### src/pkg/crd_pkg.sv
// package: constants, field layout and carrier types of the card reader control
package crd_pkg;

  localparam int unsigned CLK_HZ = 20_000_000;
  localparam int unsigned PWRUP_DELAY_MS = 3000;
  localparam int unsigned FEED_TIMEOUT_MS = 100;
  localparam int unsigned PWRUP_CYC = (CLK_HZ / 1000) * PWRUP_DELAY_MS;
  localparam int unsigned FEED_CYC = (CLK_HZ / 1000) * FEED_TIMEOUT_MS;
  localparam int unsigned CNT_W = 26;

  localparam logic [7:0] ADDR_CTRL = 8'h00;
  localparam logic [7:0] ADDR_STATUS = 8'h04;
  localparam logic [7:0] ADDR_IRQ_STAT = 8'h08;
  localparam logic [7:0] ADDR_IRQ_MASK = 8'h0c;
  localparam logic [7:0] ADDR_DATA = 8'h10;

  localparam int unsigned CTRL_REQ = 0;
  localparam int unsigned CTRL_ALNUM = 1;

  localparam int unsigned ST_UNAVAIL = 0;
  localparam int unsigned ST_ERROR = 1;
  localparam int unsigned ST_FEED = 2;
  localparam int unsigned ST_EOF = 3;
  localparam int unsigned ST_SENSE = 4;
  localparam int unsigned ST_BADP = 5;
  localparam int unsigned ST_BUSY = 6;
  localparam int unsigned ST_LOGIC = 7;

  localparam int unsigned IRQ_W = 4;
  localparam int unsigned IRQ_FEED = 0;
  localparam int unsigned IRQ_EOF = 1;
  localparam int unsigned IRQ_ERR = 2;
  localparam int unsigned IRQ_DONE = 3;

  localparam logic [IRQ_W-1:0] IRQ_RST = 4'h0;
  localparam logic [11:0] CHR_ZERO = 12'h000;
  localparam logic [31:0] WORD_ZERO = 32'h0000_0000;
  localparam logic [1:0] HRESP_OKAY = 2'h0;

  typedef enum logic [1:0] {CS_IDLE, CS_FEED, CS_READ} crd_state_t;

  // operator panel, one-cycle pulses
  typedef struct packed {
    logic power_up;
    logic power_off;
    logic start;
    logic stop;
    logic reset;
    logic last_card_marker;
  } crd_panel_t;

  // mechanism sensors and switches, levels unless noted
  typedef struct packed {
    logic system_power;
    logic hopper_empty;
    logic stacker_full;
    logic read_circuit_fault;
    logic card_at_station;
    logic select_fail;
    logic card_passed;
    logic standalone_feed_switch;
    logic bad_punch_check_enable;
  } crd_sense_t;

  typedef struct packed {
    logic supply_on;
    logic motor_on;
    logic feed_clutch;
    logic error_lamp;
    logic attention_lamp;
    logic pi_request;
  } crd_drive_t;

  typedef struct packed {
    crd_state_t st;
    logic sys_pwr_q;
    logic supply;
    logic logic_en;
    logic [CNT_W-1:0] pcnt;
    logic [CNT_W-1:0] fcnt;
    logic started;
    logic sense_f;
    logic feed_f;
    logic badp_f;
    logic eof;
    logic alnum;
    logic req;
    logic [IRQ_W-1:0] irq_st;
    logic [IRQ_W-1:0] irq_mask;
    logic [11:0] chr;
    logic chr_vld;
    logic ph_act;
    logic ph_wr;
    logic [7:0] ph_addr;
    logic [31:0] rdata;
  } crd_regs_t;

endpackage : crd_pkg
### src/logic/crd_ctrl.sv
// card reader control and status logic with an ahb-lite register slave
`timescale 1ns/1ps
`default_nettype none
module crd_ctrl #(
  parameter int unsigned PWRUP_CYC = crd_pkg::PWRUP_CYC,
  parameter int unsigned FEED_CYC = crd_pkg::FEED_CYC
) (
  input wire logic hclk,
  input wire logic hresetn,
  input wire logic hsel,
  input wire logic [31:0] haddr,
  input wire logic [1:0] htrans,
  input wire logic [2:0] hsize,
  input wire logic hwrite,
  input wire logic [31:0] hwdata,
  input wire logic hready,
  output logic hreadyout,
  output logic [1:0] hresp,
  output logic [31:0] hrdata,
  input wire crd_pkg::crd_panel_t panel,
  input wire crd_pkg::crd_sense_t sense,
  input wire logic col_strobe,
  input wire logic [11:0] col_punch,
  output logic [11:0] col_char,
  output logic col_char_valid,
  output crd_pkg::crd_drive_t drive,
  output logic reader_unavailable,
  output logic irq
);
  import crd_pkg::*;

  localparam logic [CNT_W-1:0] PWRUP_LIM = CNT_W'(PWRUP_CYC - 1);
  localparam logic [CNT_W-1:0] FEED_LIM = CNT_W'(FEED_CYC - 1);
  localparam logic [CNT_W-1:0] CNT_ZERO = '0;
  localparam logic [CNT_W-1:0] CNT_ONE = CNT_W'(1);

  crd_regs_t r_ff;
  crd_regs_t nxt_r;

  // rows 12,11,0 in bits 11:9, rows 1..9 in bits 0..8
  function automatic logic punch_ok(input logic [11:0] p);
    logic [2:0] zn;
    logic [8:0] dg;
    logic dg_ok;
    zn = p[11:9];
    dg = p[8:0];
    dg_ok = ($countones(dg) <= 1) ||
            (($countones(dg) == 2) && dg[7] && (|dg[6:1]));
    return ($countones(zn) <= 1) && dg_ok;
  endfunction : punch_ok

  logic faults;
  logic unavail;
  logic status_err;
  logic acc;
  logic [31:0] status_word;
  logic [31:0] rd_mux;
  logic [IRQ_W-1:0] ev;

  assign faults = r_ff.sense_f | r_ff.feed_f | r_ff.badp_f;
  // any not-ready condition, checks and power included
  assign unavail = !r_ff.started | sense.hopper_empty |
                   sense.stacker_full | faults | !r_ff.supply |
                   !r_ff.logic_en;
  assign status_err = r_ff.sense_f | r_ff.badp_f;
  assign acc = hsel & hready & htrans[1];

  always_comb begin
    status_word = WORD_ZERO;
    status_word[ST_UNAVAIL] = unavail;
    status_word[ST_ERROR] = status_err;
    status_word[ST_FEED] = r_ff.feed_f;
    status_word[ST_EOF] = r_ff.eof;
    status_word[ST_SENSE] = r_ff.sense_f;
    status_word[ST_BADP] = r_ff.badp_f;
    status_word[ST_BUSY] = (r_ff.st != CS_IDLE);
    status_word[ST_LOGIC] = r_ff.logic_en;
  end

  // read data is picked in the address phase
  always_comb begin
    rd_mux = WORD_ZERO;
    if (haddr[7:0] == ADDR_CTRL) begin
      rd_mux[CTRL_ALNUM] = r_ff.alnum;
      rd_mux[CTRL_REQ] = r_ff.req;
    end else if (haddr[7:0] == ADDR_STATUS) begin
      rd_mux = status_word;
    end else if (haddr[7:0] == ADDR_IRQ_STAT) begin
      rd_mux[IRQ_W-1:0] = r_ff.irq_st;
    end else if (haddr[7:0] == ADDR_IRQ_MASK) begin
      rd_mux[IRQ_W-1:0] = r_ff.irq_mask;
    end else if (haddr[7:0] == ADDR_DATA) begin
      rd_mux[11:0] = r_ff.chr;
    end
  end

  always_comb begin
    nxt_r = r_ff;
    ev = IRQ_RST;
    nxt_r.chr_vld = 1'b0;
    nxt_r.sys_pwr_q = sense.system_power;

    // bus phases
    nxt_r.ph_act = acc;
    if (acc) begin
      nxt_r.ph_wr = hwrite;
      nxt_r.ph_addr = haddr[7:0];
      if (!hwrite) begin
        nxt_r.rdata = rd_mux;
      end
    end

    // power and delayed control enable
    if (panel.power_up || (sense.system_power && !r_ff.sys_pwr_q)) begin
      nxt_r.supply = 1'b1;
    end else if (panel.power_off) begin
      nxt_r.supply = 1'b0;
    end
    if (!r_ff.supply) begin
      nxt_r.logic_en = 1'b0;
      nxt_r.pcnt = CNT_ZERO;
    end else if (!r_ff.logic_en) begin
      if (r_ff.pcnt == PWRUP_LIM) begin
        nxt_r.logic_en = 1'b1;
      end else begin
        nxt_r.pcnt = r_ff.pcnt + CNT_ONE;
      end
    end

    // start and stop
    if (panel.stop || !r_ff.supply) begin
      nxt_r.started = 1'b0;
    end else if (panel.start && r_ff.logic_en && !faults &&
                 !sense.hopper_empty && !sense.stacker_full) begin
      nxt_r.started = 1'b1;
    end

    // operator reset of the checks; hardware sets below win
    if (panel.reset) begin
      nxt_r.sense_f = 1'b0;
      nxt_r.feed_f = 1'b0;
      nxt_r.badp_f = 1'b0;
    end

    // read circuit checking suppressed during card cycles
    if (sense.read_circuit_fault && r_ff.logic_en &&
        r_ff.st == CS_IDLE) begin
      nxt_r.sense_f = 1'b1;
    end

    // last_card_marker latch, cleared by loading cards
    if (!sense.hopper_empty) begin
      nxt_r.eof = 1'b0;
    end
    if (panel.last_card_marker && sense.hopper_empty) begin
      nxt_r.eof = 1'b1;
    end

    // register writes in the data phase
    if (r_ff.ph_act && r_ff.ph_wr) begin
      if (r_ff.ph_addr == ADDR_CTRL) begin
        nxt_r.alnum = hwdata[CTRL_ALNUM];
        if (hwdata[CTRL_REQ] && !unavail &&
            !sense.standalone_feed_switch) begin
          nxt_r.req = 1'b1;
        end
      end else if (r_ff.ph_addr == ADDR_IRQ_STAT) begin
        nxt_r.irq_st = r_ff.irq_st & ~hwdata[IRQ_W-1:0];
      end else if (r_ff.ph_addr == ADDR_IRQ_MASK) begin
        nxt_r.irq_mask = hwdata[IRQ_W-1:0];
      end
    end
    if (unavail || sense.standalone_feed_switch) begin
      nxt_r.req = 1'b0;
    end

    // card cycle
    case (r_ff.st)
      CS_IDLE: begin
        nxt_r.fcnt = CNT_ZERO;
        if (sense.standalone_feed_switch) begin
          if (sense.hopper_empty && r_ff.started && r_ff.logic_en &&
              !faults) begin
            nxt_r.feed_f = 1'b1;
          end else if (!unavail) begin
            nxt_r.st = CS_FEED;
          end
        end else if (r_ff.req && !unavail) begin
          nxt_r.st = CS_FEED;
          nxt_r.req = 1'b0;
        end
      end
      CS_FEED: begin
        nxt_r.fcnt = r_ff.fcnt + CNT_ONE;
        if (sense.select_fail) begin
          nxt_r.feed_f = 1'b1;
          nxt_r.st = CS_IDLE;
        end else if (sense.card_at_station) begin
          nxt_r.st = CS_READ;
        end else if (r_ff.fcnt == FEED_LIM) begin
          nxt_r.feed_f = 1'b1;
          nxt_r.st = CS_IDLE;
        end
      end
      CS_READ: begin
        // no timeout here: a card stuck in the station just waits
        if (col_strobe) begin
          nxt_r.chr_vld = 1'b1;
          if (r_ff.alnum && !punch_ok(col_punch)) begin
            nxt_r.chr = CHR_ZERO;
            if (sense.bad_punch_check_enable) begin
              nxt_r.badp_f = 1'b1;
            end
          end else begin
            nxt_r.chr = col_punch;
          end
        end
        if (sense.card_passed) begin
          nxt_r.st = CS_IDLE;
          ev[IRQ_DONE] = 1'b1;
        end
      end
      default: begin
        nxt_r.st = CS_IDLE;
      end
    endcase

    if (!r_ff.supply) begin
      nxt_r.st = CS_IDLE;
    end

    // sticky events, set wins over a write-one clear
    ev[IRQ_FEED] = nxt_r.feed_f & !r_ff.feed_f;
    ev[IRQ_EOF] = nxt_r.eof & !r_ff.eof;
    ev[IRQ_ERR] = (nxt_r.sense_f & !r_ff.sense_f) |
                  (nxt_r.badp_f & !r_ff.badp_f);
    nxt_r.irq_st = nxt_r.irq_st | ev;
  end

  always_ff @(posedge hclk or negedge hresetn) begin
    if (!hresetn) begin
      r_ff <= '0;
    end else begin
      r_ff <= nxt_r;
    end
  end

  assign hreadyout = 1'b1;
  assign hresp = HRESP_OKAY;
  assign hrdata = r_ff.rdata;
  assign col_char = r_ff.chr;
  assign col_char_valid = r_ff.chr_vld;
  assign reader_unavailable = unavail;
  assign drive.supply_on = r_ff.supply;
  assign drive.motor_on = r_ff.supply & !r_ff.feed_f;
  assign drive.feed_clutch = (r_ff.st == CS_FEED);
  assign drive.error_lamp = status_err;
  assign drive.attention_lamp = r_ff.feed_f | r_ff.eof;
  // channel request held while its cause stands
  assign drive.pi_request = r_ff.feed_f | r_ff.eof;
  assign irq = |(r_ff.irq_st & r_ff.irq_mask);
endmodule : crd_ctrl
`default_nettype wire

### config.mk
export PLATFORM = sky130hd
export DESIGN_NAME = crd_ctrl
export DESIGN_NICKNAME = d
export VERILOG_FILES = /design/src/pkg/crd_pkg.sv /design/src/logic/crd_ctrl.sv
export SDC_FILE = /design/constraint.sdc
export NUM_CORES = 1
export LEC_CHECK = 0
export BUFFER_PORTS_ARGS = -buffer_cell sky130_fd_sc_hd__buf_2
export CAP_MARGIN = 20
export CORE_MARGIN = 10
export CORE_UTILIZATION = 43
export DETAILED_ROUTE_END_ITERATION = 12
export PLACE_DENSITY = 0.7
export SYNTH_ARGS = -nofsm -noshare
export SYNTH_HDL_FRONTEND = slang
export SYNTH_SLANG_ARGS = --single-unit
### constraint.sdc
create_clock -name hclk -period 2.7 [get_ports hclk]
set_input_delay 0.54 -clock hclk [delete_from_list [all_inputs] [get_ports hclk]]
set_output_delay 0.54 -clock hclk [all_outputs]
set_load 0.03 [all_outputs]
==> run metrics <==
ranking of synthesized cells by area=sky130_fd_sc_hd__dfrtp_1, sky130_fd_sc_hd__buf_4, sky130_fd_sc_hd__nand2_1; number of buffers created by CTS=9; Clock Sink Count=107; post-synthesis cell type with the largest combined area=sky130_fd_sc_hd__dfrtp_1; Slew headroom=0.588; min-delay worst type=input pin to asynchronous set/reset pin; dpl cell area=6360 sq um; Die Outline Area=18900 sq um; achievable clock frequency=0.281 GHz; synthesized area per cell=9.26 sq um; clock insertion delay at the later pin of the skew report=350 ps; clock period minus final worst setup slack=3560 ps; gp weighted congestion=0.873; max-slew violations=0; Worst Max-Slew Pin Slew=612 ps; Critical Path AT=3810 ps; count of state elements after synthesis=107; clock slew seen by the registers of the worst setup and hold paths=70 ps; cell chosen for the clock root=sky130_fd_sc_hd__clkbuf_16; summed area of non-filler cells in the final layout=6760 sq um; CTS tree=built; violations in the final reports=negative setup slack; Remaining DRCs=0; Worst Clk Skew=7.68 ps; count of unique library cells instantiated by Yosys=58; count of cells along the worst register-to-register path=5; most frequently used flop master after synthesis=sky130_fd_sc_hd__dfrtp_1; number of input and output port buffers inserted=78; Worst R2R Start=r_ff[99]; data required time at the worst endpoint=2940 ps; pin count of the biggest net entering global routing=82; crit path setup slack, layout=-865 ps; run status=complete, but fails checks; peak fanout along the critical path=6; Crit. End Element=flop; total number of placement rows=42; first-pass iteration count of the detailed router=6; depth of the CTS H-tree=3; Via Count=4993; count of yosys warnings during synthesis=0; worst-case register-to-register setup slack=460 ps; antenna violations before repair=0; floorplan core area=13300 sq um; Max VDD drop=0.000423 V; vias in the first global route=4908; io pins=158; global route total overflow=0; Synth top cells by count=sky130_fd_sc_hd__dfrtp_1, sky130_fd_sc_hd__nand2_1, sky130_fd_sc_hd__buf_4; Detailed Place HPWL=11600 um; EDFF count, synth=0; Fin. Hold Viols=0; DR iter-0 viols=443; combined area of all synthesized cells=5920 sq um; core utilization of the finished layout=0.506; first-pass GRT wire length=25000 um; Crit Path Class=input pin to flop; share of the yosys chip area belonging to registers=0.452; Syn-to-layout area delta=14.1%; Total Wirelength=15500 um; final count of negative-setup-slack endpoints=14; Max Cap Viol=0; share of cells above drive strength 1=0.222; number of vias per cell after detailed routing=5.62; fraction of synthesis flops using an asynchronous set or reset pin=1.00; post-route clock period utilization=1.32; Post-DRT Antenna Nets=0; number of nets in the layout=820; cell count after synthesis=639; Die Ht=137 um; total routing resource utilization after global routing=0.165; leakage component of the power=3.07 nW; post-cts hold buffer count=0; worst flop-to-flop path endpoint=r_ff[113]; WL/cell=17.5 um; Tot Pwr=3.52 mW; RSZ-0062 raised after global routing=true; PwrDens=521 nW/um^2; number of fill cells in the layout=1293; number of diodes=0; worst-case hold slack=94.5 ps; cell with the most instances after synthesis=sky130_fd_sc_hd__dfrtp_1; width of the die=137 um; maximum count of clock buffers along a single path=2; proportion of netlist area held by the largest area contributor=0.452; initial core utilization=0.443; critical path startpoint category=input pin
[worst max-delay path, cell delays in order]
cell and delay [ps]:
sky130_fd_sc_hd__buf_8 80, sky130_fd_sc_hd__inv_8 30, sky130_fd_sc_hd__fa_1 570, sky130_fd_sc_hd__fa_1 430, sky130_fd_sc_hd__fa_1 460, sky130_fd_sc_hd__fa_2 360, sky130_fd_sc_hd__fa_2 360, sky130_fd_sc_hd__nor3_2 180
sky130_fd_sc_hd__mux2i_1 140, sky130_fd_sc_hd__o31a_2 380, sky130_fd_sc_hd__a32o_1 270
[timing repair]
item | 4_1_cts | 5_1_grt
gates cloned | 1 | 0
resized for setup | 9 | 6
pin swaps | 10 | 2
buffers inserted | 3 | 2
endpoints found under the setup margin | 14 | 14
[worst max-delay path by stage]
stage	start	endpoint	slack [ps]
6_report	col_punch[0]	r_ff[66]	-860
5_1_grt	col_punch[0]	col_char[5]	-900
4_1_cts	col_punch[0]	r_ff[66]	-830
3_5_place_dp	col_punch[0]	r_ff[66]	-1350
3_3_place_gp	col_punch[0]	col_char[9]	-1210
2_1_floorplan	col_punch[0]	col_char[3]	-980
[routing by layer]
metal,track usage,share of wire,up-vias
met3,0.0397,0.074,15
met1,0.214,0.43,2423
li1,-,-,2336
met2,0.265,0.48,219
met4,0.0556,0.015,0
met5,0,0,-
[registers in the layout, indices dropped and copies added (netlist names)]
signal / flops
col_char: 12
drive: 1
hrdata: 12
r_ff: 81
col_char_valid: 1
[per-stage QoR]
step	setup TNS (ps)	cells	setup slack, ps
finish	-11340	889	-865
global placement	-16400	867	-1210
global route	-11910	889	-905
CTS	-11120	887	-831
detailed placement	-18290	867	-1350
floorplan	-12930	660	-984
[cell families after synthesis]
kind of cell    count (synthesis)  share of synthesized area
fa+ha+maj                      10                     0.0275
flops                         107                      0.452
other cells                     2                    0.00127
compound gates                131                      0.141
simple gates                  242                      0.211
buf+inv                       106                     0.0993
mux                            20                     0.0370
xor+xnor                       21                     0.0311
[cell type report]
cell class	count	area, sq um	share of cell area
clock buffer	11	243	0.0359
clock inverter	5	62.6	0.00926
inverter	36	143	0.0211
multi-input combinational	448	2770	0.411
sequential	107	2680	0.396
tap	176	220	0.0326
timing repair buffer	106	636	0.0941
[layout by cell type (no fill, tap or decap), types with 10 or more instances in the layout]
cell type                 instances
sky130_fd_sc_hd__mux2_2          15
sky130_fd_sc_hd__a31oi_1         14
sky130_fd_sc_hd__nand2_1         75
sky130_fd_sc_hd__conb_1          23
sky130_fd_sc_hd__nand3_1         26
sky130_fd_sc_hd__nor3_1          12
sky130_fd_sc_hd__buf_2           75
sky130_fd_sc_hd__o31ai_1         12
sky130_fd_sc_hd__a21oi_1         23
sky130_fd_sc_hd__xnor2_1         12
sky130_fd_sc_hd__buf_4           27
sky130_fd_sc_hd__and3_1          14
sky130_fd_sc_hd__nand4_1         11
sky130_fd_sc_hd__nor2_1          38
sky130_fd_sc_hd__a22oi_1         10
sky130_fd_sc_hd__inv_1           32
sky130_fd_sc_hd__dfrtp_1        107
sky130_fd_sc_hd__nor4_1          12
sky130_fd_sc_hd__o21ai_0         35
[report_power, final]
group / switching, mW / leakage (nW) / total [mW] / internal (mW)
Combinational: 0.261 / 1.47 / 0.443 / 0.182
Sequential: 0.0582 / 1.46 / 1.72 / 1.66
Clock: 0.607 / 0.142 / 1.36 / 0.749
Total: 0.926 / 3.07 / 3.52 / 2.59
Power figures use the tool's default switching activity.
